$ cat src/verilog/reset_seq_pkg.sv
// Package with timing constants and state encodings for the reset sequencer
// ============================================================
// Summary of operation
// Hold the supervisor power-on clear until the core supply has been good for at least 1 ms, then release it.
// Release the system clear no earlier than the power-on clear, with zero separation allowed.
// Every asserted pulse of the chip clear or soft clear lasts at least 5 us.
// Release the soft clear first and keep the chip clear asserted at least 5 us longer.
// Hold the management controller clear until its reference clock has been stable for at least 500 us.
// Hold the management controller clear until all its supplies have been stable for at least 1 ms.
// If any monitored supply-good input drops, reassert all clears at once and restart the whole sequence.
// ============================================================
package reset_seq_pkg;
  localparam int unsigned CLK_HZ         = 20_000_000;
  localparam int unsigned POR_DELAY_US   = 1000;
  localparam int unsigned PULSE_US       = 5;
  localparam int unsigned SOFT_GAP_US    = 5;
  localparam int unsigned MCLK_STABLE_US = 500;
  localparam int unsigned MPWR_STABLE_US = 1000;
  localparam int unsigned CYC_PER_US     = CLK_HZ / 1_000_000;
  localparam int unsigned POR_CYC        = POR_DELAY_US * CYC_PER_US;
  localparam int unsigned PULSE_CYC      = PULSE_US * CYC_PER_US;
  localparam int unsigned SOFT_GAP_CYC   = SOFT_GAP_US * CYC_PER_US;
  localparam int unsigned MCLK_CYC       = MCLK_STABLE_US * CYC_PER_US;
  localparam int unsigned MPWR_CYC       = MPWR_STABLE_US * CYC_PER_US;
  localparam int unsigned CNT_W          = 24;

  typedef enum logic [2:0] {
    ST_HOLD,
    ST_POR_WAIT,
    ST_PULSE,
    ST_SOFT_GAP,
    ST_RUN
  } seq_state_e;
endpackage : reset_seq_pkg

$ cat src/verilog/board_reset_sequencer.sv
// Board reset sequencer for controller chips and management controller
`timescale 1ns/1ps
module board_reset_sequencer #(
  parameter int unsigned NUM_MGMT_SUPPLIES = 4,
  parameter int unsigned POR_CYC  = reset_seq_pkg::POR_CYC,
  parameter int unsigned MCLK_CYC = reset_seq_pkg::MCLK_CYC,
  parameter int unsigned MPWR_CYC = reset_seq_pkg::MPWR_CYC
) (
  // Clock and reset
  input  wire logic                         ref_clk_i,
  input  wire logic                         rst_i,
  // Supply and clock status from the board
  input  wire logic                         core_supply_good_i,
  input  wire logic [NUM_MGMT_SUPPLIES-1:0] mgmt_supply_good_i,
  input  wire logic                         mgmt_clock_good_i,
  // Controller chip clears
  output logic                              system_poweron_clear_n_o,
  output logic                              system_clear_n_o,
  output logic                              chip_clear_n_o,
  output logic                              soft_clear_n_o,
  // Management controller clear
  output logic                              mgmt_ctrl_clear_n_o,
  // Sequence status
  output logic                              seq_done_o
);
  // ============================================================
  // Stage lengths in reference clock cycles
  localparam int unsigned CW = reset_seq_pkg::CNT_W;
  localparam logic [CW-1:0] PULSE_LAST =
    CW'(reset_seq_pkg::PULSE_CYC - 1);
  localparam logic [CW-1:0] GAP_LAST  =
    CW'(reset_seq_pkg::SOFT_GAP_CYC - 1);

  typedef struct packed {
    reset_seq_pkg::seq_state_e st;
    logic [CW-1:0]             cnt;
    logic                      por_n;
    logic                      sys_n;
    logic                      chip_n;
    logic                      soft_n;
    logic                      mgmt_n;
    logic                      done;
  } seq_s;

  // All clears asserted, sequence parked
  localparam seq_s SEQ_RESET = '{
    st:     reset_seq_pkg::ST_HOLD,
    cnt:    '0,
    por_n:  1'b0,
    sys_n:  1'b0,
    chip_n: 1'b0,
    soft_n: 1'b0,
    mgmt_n: 1'b0,
    done:   1'b0
  };

  seq_s r;
  seq_s next_r;
  logic core_good;
  logic core_stable;
  logic mclk_stable;
  logic mpwr_good;
  logic mpwr_stable;
  logic supply_drop;
  logic por_go;
  logic pulse_end;
  logic gap_end;
  logic mgmt_go;

  // ============================================================
  // Input filtering and stability timing
  // Core supply, timed for the power-on delay
  stable_timer #(
    .WIDTH   (1),
    .HOLD_CYC(POR_CYC),
    .CNT_W   (CW)
  ) u_core (
    .ref_clk_i (ref_clk_i),
    .rst_i     (rst_i),
    .level_i   (core_supply_good_i),
    .all_good_o(core_good),
    .stable_o  (core_stable)
  );

  // Management reference clock
  stable_timer #(
    .WIDTH   (1),
    .HOLD_CYC(MCLK_CYC),
    .CNT_W   (CW)
  ) u_mclk (
    .ref_clk_i (ref_clk_i),
    .rst_i     (rst_i),
    .level_i   (mgmt_clock_good_i),
    .all_good_o(),
    .stable_o  (mclk_stable)
  );

  // Management controller supplies
  stable_timer #(
    .WIDTH   (NUM_MGMT_SUPPLIES),
    .HOLD_CYC(MPWR_CYC),
    .CNT_W   (CW)
  ) u_mpwr (
    .ref_clk_i (ref_clk_i),
    .rst_i     (rst_i),
    .level_i   (mgmt_supply_good_i),
    .all_good_o(mpwr_good),
    .stable_o  (mpwr_stable)
  );

  // ============================================================
  // Sequence events
  assign supply_drop = !core_good || !mpwr_good;
  assign por_go      = core_stable;
  assign pulse_end   = (r.cnt == PULSE_LAST);
  assign gap_end     = (r.cnt == GAP_LAST);
  assign mgmt_go     = mclk_stable & mpwr_stable;

  // ============================================================
  // Release sequence
  always_comb begin
    next_r = r;
    unique case (r.st)
      reset_seq_pkg::ST_HOLD: begin
        // Wait for the core supply to come up
        next_r.cnt    = '0;
        next_r.por_n  = 1'b0;
        next_r.sys_n  = 1'b0;
        next_r.chip_n = 1'b0;
        next_r.soft_n = 1'b0;
        if (core_good) begin
          next_r.st = reset_seq_pkg::ST_POR_WAIT;
        end
      end

      reset_seq_pkg::ST_POR_WAIT: begin
        // Power-on delay runs in the core filter
        next_r.chip_n = 1'b0;
        next_r.soft_n = 1'b0;
        if (por_go) begin
          next_r.por_n = 1'b1;
          next_r.sys_n = 1'b1;
          next_r.cnt   = '0;
          next_r.st    = reset_seq_pkg::ST_PULSE;
        end else begin
          next_r.cnt = '0;
        end
      end

      reset_seq_pkg::ST_PULSE: begin
        // Chip and soft clears still asserted
        next_r.chip_n = 1'b0;
        if (pulse_end) begin
          next_r.soft_n = 1'b1;
          next_r.cnt    = '0;
          next_r.st     = reset_seq_pkg::ST_SOFT_GAP;
        end else begin
          next_r.cnt = r.cnt + 1'b1;
        end
      end

      reset_seq_pkg::ST_SOFT_GAP: begin
        // Soft clear released, chip clear held
        if (gap_end) begin
          next_r.chip_n = 1'b1;
          next_r.st     = reset_seq_pkg::ST_RUN;
        end else begin
          next_r.cnt = r.cnt + 1'b1;
        end
      end

      reset_seq_pkg::ST_RUN: begin
        // All controller clears released
        next_r.cnt    = '0;
        next_r.por_n  = 1'b1;
        next_r.sys_n  = 1'b1;
        next_r.chip_n = 1'b1;
        next_r.soft_n = 1'b1;
      end
    endcase
    next_r.mgmt_n = mgmt_go;
    if (supply_drop) begin
      next_r.st     = reset_seq_pkg::ST_HOLD;
      next_r.cnt    = '0;
      next_r.por_n  = 1'b0;
      next_r.sys_n  = 1'b0;
      next_r.chip_n = 1'b0;
      next_r.soft_n = 1'b0;
      next_r.mgmt_n = 1'b0;
    end
    next_r.done = (next_r.st == reset_seq_pkg::ST_RUN);
  end

  // ============================================================
  // State register
  always_ff @(posedge ref_clk_i or posedge rst_i) begin
    if (rst_i) begin
      r <= SEQ_RESET;
    end else begin
      r <= next_r;
    end
  end

  // ============================================================
  // Controller chip clears
  assign system_poweron_clear_n_o = r.por_n;
  assign system_clear_n_o         = r.sys_n;
  assign chip_clear_n_o           = r.chip_n;
  assign soft_clear_n_o           = r.soft_n;

  // ============================================================
  // Management clear and status
  assign mgmt_ctrl_clear_n_o      = r.mgmt_n;
  assign seq_done_o               = r.done;
endmodule : board_reset_sequencer

$ cat src/verilog/stable_timer.sv
// Synchroniser and stability timer for one group of status inputs
`timescale 1ns/1ps
module stable_timer #(
  parameter int unsigned WIDTH    = 1,
  parameter int unsigned HOLD_CYC = 20000,
  parameter int unsigned CNT_W    = 24
) (
  // Clock and reset
  input  wire logic             ref_clk_i,
  input  wire logic             rst_i,
  // Status inputs from outside
  input  wire logic [WIDTH-1:0] level_i,
  // Filtered status
  output logic                  all_good_o,
  output logic                  stable_o
);
  typedef struct packed {
    logic [WIDTH-1:0] s1;
    logic [WIDTH-1:0] s2;
    logic [WIDTH-1:0] s3;
    logic [WIDTH-1:0] filt;
    logic [CNT_W-1:0] cnt;
    logic             done;
  } st_s;

  localparam logic [CNT_W-1:0] LAST = CNT_W'(HOLD_CYC - 1);

  st_s r;
  st_s next_r;

  // ============================================================
  // Filter and count
  always_comb begin
    next_r    = r;
    next_r.s1 = level_i;
    next_r.s2 = r.s1;
    next_r.s3 = r.s2;
    for (int i = 0; i < WIDTH; i++) begin
      if (r.s2[i] == r.s3[i]) begin
        next_r.filt[i] = r.s3[i];
      end
    end
    if (!(&r.filt)) begin
      next_r.cnt  = '0;
      next_r.done = 1'b0;
    end else if (!r.done) begin
      if (r.cnt == LAST) begin
        next_r.done = 1'b1;
      end else begin
        next_r.cnt = r.cnt + 1'b1;
      end
    end
  end

  always_ff @(posedge ref_clk_i or posedge rst_i) begin
    if (rst_i) begin
      r <= '0;
    end else begin
      r <= next_r;
    end
  end

  assign all_good_o = &r.filt;
  assign stable_o   = r.done & (&r.filt);
endmodule : stable_timer
$ cat config.mk
export PLATFORM = sky130hd
export DESIGN_NAME = board_reset_sequencer
export DESIGN_NICKNAME = d
export VERILOG_FILES = /design/src/verilog/reset_seq_pkg.sv /design/src/verilog/board_reset_sequencer.sv /design/src/verilog/stable_timer.sv
export SDC_FILE = /design/constraint.sdc
export NUM_CORES = 1
export LEC_CHECK = 0
export ABC_AREA = 1
export BUFFER_PORTS_ARGS = -buffer_cell sky130_fd_sc_hd__buf_2
export CORE_MARGIN = 1
export CORE_UTILIZATION = 50
export CTS_CLUSTER_SIZE = 40
export DETAILED_ROUTE_END_ITERATION = 10
export PLACE_DENSITY_LB_ADDON = 0.3
export SLEW_MARGIN = 20
export SYNTH_ARGS = -nofsm -noshare
export SYNTH_HDL_FRONTEND = slang
export SYNTH_SLANG_ARGS = --single-unit
$ cat constraint.sdc
create_clock -name ref_clk_i -period 3.85 [get_ports ref_clk_i]
set_input_delay 0 -clock ref_clk_i [delete_from_list [all_inputs] [get_ports ref_clk_i]]
set_output_delay 0 -clock ref_clk_i [all_outputs]
set_load 0.1 [all_outputs]
-- Word-level counts from Yosys, hierarchy flattened
Index checks and enable logic that the tools add are counted.
- register bits after elaboration: 132
- input port bits: 8
- output and inout port bits: 6
- eq/ne operators: 25
- reductions and logical operators: 15
- mux-type cells: 26
- bitwise operators: 4
- $add $sub $neg: 4
- operator list (kind ; number):
    $mux W25 ; 6
    $mux W24 ; 5
    $add A24 B1 Y24 const B ; 4
    $pmux W24 S3 ; 1
    $eq A24 B15 Y1 const B ; 2
    $mux W32 ; 1
    $eq A24 B14 Y1 const B ; 1
    $eq A24 B7 Y1 const B ; 1
    $mux W3 ; 4
    $ne A2 B2 Y1 const B ; 6
    $ne A3 B3 Y1 const B ; 4
    $pmux W3 S4 ; 1
    $reduce_and A2 Y1 ; 5
    $reduce_bool A4 Y1 ; 2
    $eq A1 B1 Y1 ; 6
    $eq A3 B2 Y1 const B ; 2
    $eq A3 B3 Y1 const B ; 2
    $pmux W1 S3 ; 2
    $pmux W2 S3 ; 1
    $reduce_or A3 Y1 ; 2
    $and A1 B1 Y1 ; 4
    $mux W1 ; 4
    $reduce_and A4 Y1 ; 1
    $eq A3 B1 Y1 const B ; 1
    5 further kinds ; 6

-- Longest topological paths before layout
- depth in word-level cells: 5
- mapped depth: 12
- depth with buffers taken out: 11

-- Cells and area by module
From an unflattened synthesis, not the netlist that was laid out.
- cells, all modules: 1157
- area total of the unflattened synthesis: 8067.7 um^2
- by module, submodules not included (module ; times used ; area each (um^2) ; cells an instance):
    stable_timer at u_mpwr ; 1 ; 2253.4 ; 297
    stable_timer at u_mclk ; 1 ; 1940.6 ; 296
    stable_timer at u_core ; 1 ; 1939.4 ; 297
    board_reset_sequencer ; 1 ; 1934.4 ; 267

-- Least setup slack after synthesis
Ideal clock, no wire load.
- path kind: register -> register
- start point: reg u_core.r[1] (netlist bit)
- end point: reg u_core.r[6] (netlist bit)
- arrival: 1.536 ns
- cell stages (with the launch flop): 11
- slack: 2.196 ns
- period minus slack after synthesis: 1.654 ns
- required time: 3.732 ns
- path through: dfrtp_1 -> ha_1 -> buf_4 -> nand3_1 -> nor2_1 -> nand3_1 -> nand2_2 -> nand2_2 -> buf_2 -> nand3_1 -> nand2_1
- longest elaborated chain between the ends: 4
- elaborated cells between the ends (all ways): 7
- those cells by class: add/sub: 1; eq/ne: 2; mux: 3; reduce/logical: 1
- ends and longest elaborated chain (element ; RTL line ; source):
    from (decl) ; stable_timer.sv:28 ; st_s r;
    from (signal assigned) ; stable_timer.sv:59 ; r <= next_r;
    $add A24 B1 Y24 ; stable_timer.sv:50 ; next_r.cnt = r.cnt + 1'b1;
    $mux W24 ; stable_timer.sv:47 ; if (r.cnt == LAST) begin
    $mux W25 ; stable_timer.sv:46 ; end else if (!r.done) begin
    $mux W25 ; stable_timer.sv:43 ; if (!(&r.filt)) begin
Several ways; a longest one is shown, not always the timed one. The select of a mux whose other input is x is not followed.
A chain may end at the register's enable or synchronous reset.

-- Final worst setup path
- start point: reg u_core.r[1] (netlist bit)
- end point: reg u_core.r[4] (netlist bit)
Same word-level chain as after synthesis.

==> summary.md <==
| Metric | Value |
|---|---|
| Final Total Pwr | `about 3.2 mW` |
| Core Rows | `between 40 and 50` |
| CP startpoint kind | `register` |
| CTS Sinks | `around 130` |
| Top cell type's share of synthesized area | `41.87%` |
| Antenna violations before repair | `0` |
| Post-Syn Nets | `~1200` |
| HP Class | `input pin to asynchronous set/reset pin` |
| DR vias/cell | `approximately 5.3` |
| Initial DRC Count | `~600` |
| First drt pass iteration count | `5` |
| Root buf cell | `clkbuf_16` |
| Die Width | `roughly 130 microns` |
| Top cells by area, synth | `dfrtp_1, nand2_1, nor2_1, nand3_1, inv_1` |
| Largest net degree at the start of global routing | `~110` |
| Global placement routability congestion | `a little over 0.9` |
| Fin Setup TNS | `0 ns` |
| Hpwl dp | `between 10000 and 15000 microns` |
| First-pass GRT wire length | `roughly 31000 microns` |
| EDFF count, synth | `0` |
| R2r startpoint | `u_core.r[1]` |
| Via count | `about 7300` |
| Crit path max fanout | `17` |
| Final Hold Vio Count | `0` |
| Yosys reg bits | `between 100 and 150` |
| Chip Height | `127.1 microns` |
| Die area | `about 0.016 sq mm` |
| TritonCTS buffer count | `17` |
| Count of port buffers added during placement | `13` |
| Crit Path Category | `register to register` |
| DRT Wirelength | `approximately 18000 microns` |
| Least-Margin Pin Slew | `slightly above 1 ns` |
| Min Tclk post-route | `2.162 ns` |
| Final Cycle Share | `56.16%` |
| Final setup viols | `0` |
| Yosys warnings | `0` |
| Synth Cell Area | `0.007829 sq mm` |
| Clk_lat worst skew | `0.42 ns` |
| GRT Total Usage | `between 20% and 30%` |
| Share of cells above drive strength 1 | `6.325%` |
| Number of global-route vias before repair | `around 6700` |
| Crit path max-delay family | `simple AND/OR/NAND/NOR gates` |
| Setup crit end kind | `register` |
| H-tree levels | `4` |
| Slowest CP cell | `dfrtp_1` |
| Final Max Tran Viols | `0` |
| Worst VDD drop | `between 0.3 and 0.4 mV` |
| Sequential fraction of the synthesis area | `41.87%` |
| Buf/Inv on CP | `1` |
| Clock slew at reported path FFs | `roughly 0.06 ns` |
| Routed WL per cell | `around 13 microns` |
| Critical path data arrival time | `approximately 2.5 ns` |
| Clock tree buffer depth | `2` |
| Worst Skew | `between 0.01 and 0.015 ns` |
| Initial core utilization | `51.31%` |
| Rel. slew slack | `a little under a third` |
| Syn-to-layout area delta | `11.87%` |
| RSZ-0062 raised after global routing | `no` |
| Fin Hold WS | `between 0.09 and 0.1 ns` |
| Post-Synthesis Cells | `approximately 1100` |
| Mean post-synth cell area | `6.873 sq um` |
| Setup crit start | `u_core.r[1]` |
| Antenna diode count | `0` |
| Max frequency | `462.5 MHz` |
| GRT Residual Overflow | `0` |
| Top FF cell, synth | `dfrtp_1` |
| Async SR Flop Fraction | `100.0%` |
| Area leader, netlist | `dfrtp_1` |
| Critical-path cell list | `ha_1, nand3_1, nor2_1, nand3_1, nand2_2, nand2_2, inv_1, nand2_1, nand2_1` |
| IO Pins | `14` |
| Count leader, synth | `nand2_1` |
| Worst path required time | `between 4 and 5 ns` |
| Cell variety after synth | `37` |
| Crit path largest cell delay | `between 0.4 and 0.5 ns` |
| Number of remaining DRC errors | `0` |
| Power Density | `approximately 370 mW/mm^2` |
| Remaining antenna violation count after routing | `0` |
| Max cap viols | `0` |
| Static Leak | `3.931 nW` |
| Status | `finished, final reports clean` |
| # Post-CTS Setup Buffers | `0` |
| Placeable Area | `around 0.015 sq mm` |
| Commonest cells in the netlist | `nand2_1, nor2_1, dfrtp_1, inv_1, nand3_1` |
| TritonCTS clock tree | `yes` |
| Final nets | `~1200` |
worst paths after layout:
| kind | depth (start not counted) | to | slack [ns] |
|---|---|---|---|
| max in group asynchronous | 5 | u_mclk.r[1] | 2.74 |
| min in group ref_clk_i | 2 | u_mclk.next_r[27] | 0.21 |
| worst max-delay path | 9 | u_core.r[4] | 1.69 |
| worst min-delay path | 3 | u_core.all_good_o | 0.09 |
| worst min register to register | 0 | u_mpwr.next_r[29] | 0.35 |
| worst max register to register | 9 | u_core.r[4] | 1.69 |
area by class of cell:
cell class	count	area [sq um]
Fill cell	1431	6500
Multi-Input combinational cell	852	3913
Sequential cell	131	3278
Inverter	131	506.7
Clock buffer	21	460.4
Tap cell	211	264.0
Timing Repair Buffer	24	185.2
Clock inverter	11	151.4
per-layer routing:
layer	share of wire (%)	track usage [%]	vias up
met5	0	0	-
met1	48	32.88	3368
li1	-	-	3695
met3	4.1	4.816	33
met2	46	37.78	163
met4	1.7	7.703	0
cells by family after synthesis:
family | count (synthesis) | synth area share (%)
AND/OR/NAND/NOR | 763 | 42.37
buffers and inverters | 156 | 8.151
flip-flops | 131 | 41.87
AO/OA/AOI/OAI | 62 | 4.299
XOR/XNOR | 17 | 1.902
adder cells (fa/ha/maj) | 10 | 1.406
registers in the layout, summed over array words and instances, names as in the netlist:
name                      cells
chip_clear_n_o                1
mgmt_ctrl_clear_n_o           1
r                            27
seq_done_o                    1
soft_clear_n_o                1
system_poweron_clear_n_o      1
u_core.all_good_o             1
u_core.next_r                 2
u_core.r                     26
u_mclk.all_good_o             1
u_mclk.next_r                 2
u_mclk.r                     26
u_mpwr.next_r                 8
u_mpwr.r                     33
per-stage QoR:
stage	cells	utilization [%]	worst slack, ns	cell area [sq um]
3_5_place_dp	1341	52.75	1.729	8049
3_3_place_gp	1341	52.75	1.788	8049
6_report	1381	57.40	1.688	8758
5_1_grt	1381	57.40	1.460	8758
4_1_cts	1380	57.22	1.710	8731
2_1_floorplan	1139	-	0.3523	7829
worst min-delay path, delay by kind of cell:
| kind | cells | cell delay [ns] |
|---|---|---|
| buffers and inverters | 3 | 0.90 |
power breakdown:
part | internal [mW] | switching [mW] | leakage (nW)
logic | 0.0315 | 0.0720 | 1.86
clock network | 1.06 | 0.605 | 0.298
registers | 1.40 | 0.0313 | 1.77
cells in the final DEF, fill, tap and decap left out, types with 7 or more instances in the layout:
master and n:
nand2_1 347, nor2_1 192, dfrtp_1 131, inv_1 127, nand3_1 118, nand4_1 63, o21ai_0 36, nor3_1 17
clkbuf_16 17, xor2_1 15, buf_2 13, o21ai_1 12, dlygate4sd3_1 7
what timing repair did:
action                                  4_1_cts  5_1_grt
gates resized for setup                       0        0
endpoints found under the hold margin       115        0
endpoints found under the setup margin        0        0
hold buffers                                  7        0
Note: power is estimated with default switching activity, not from simulation.
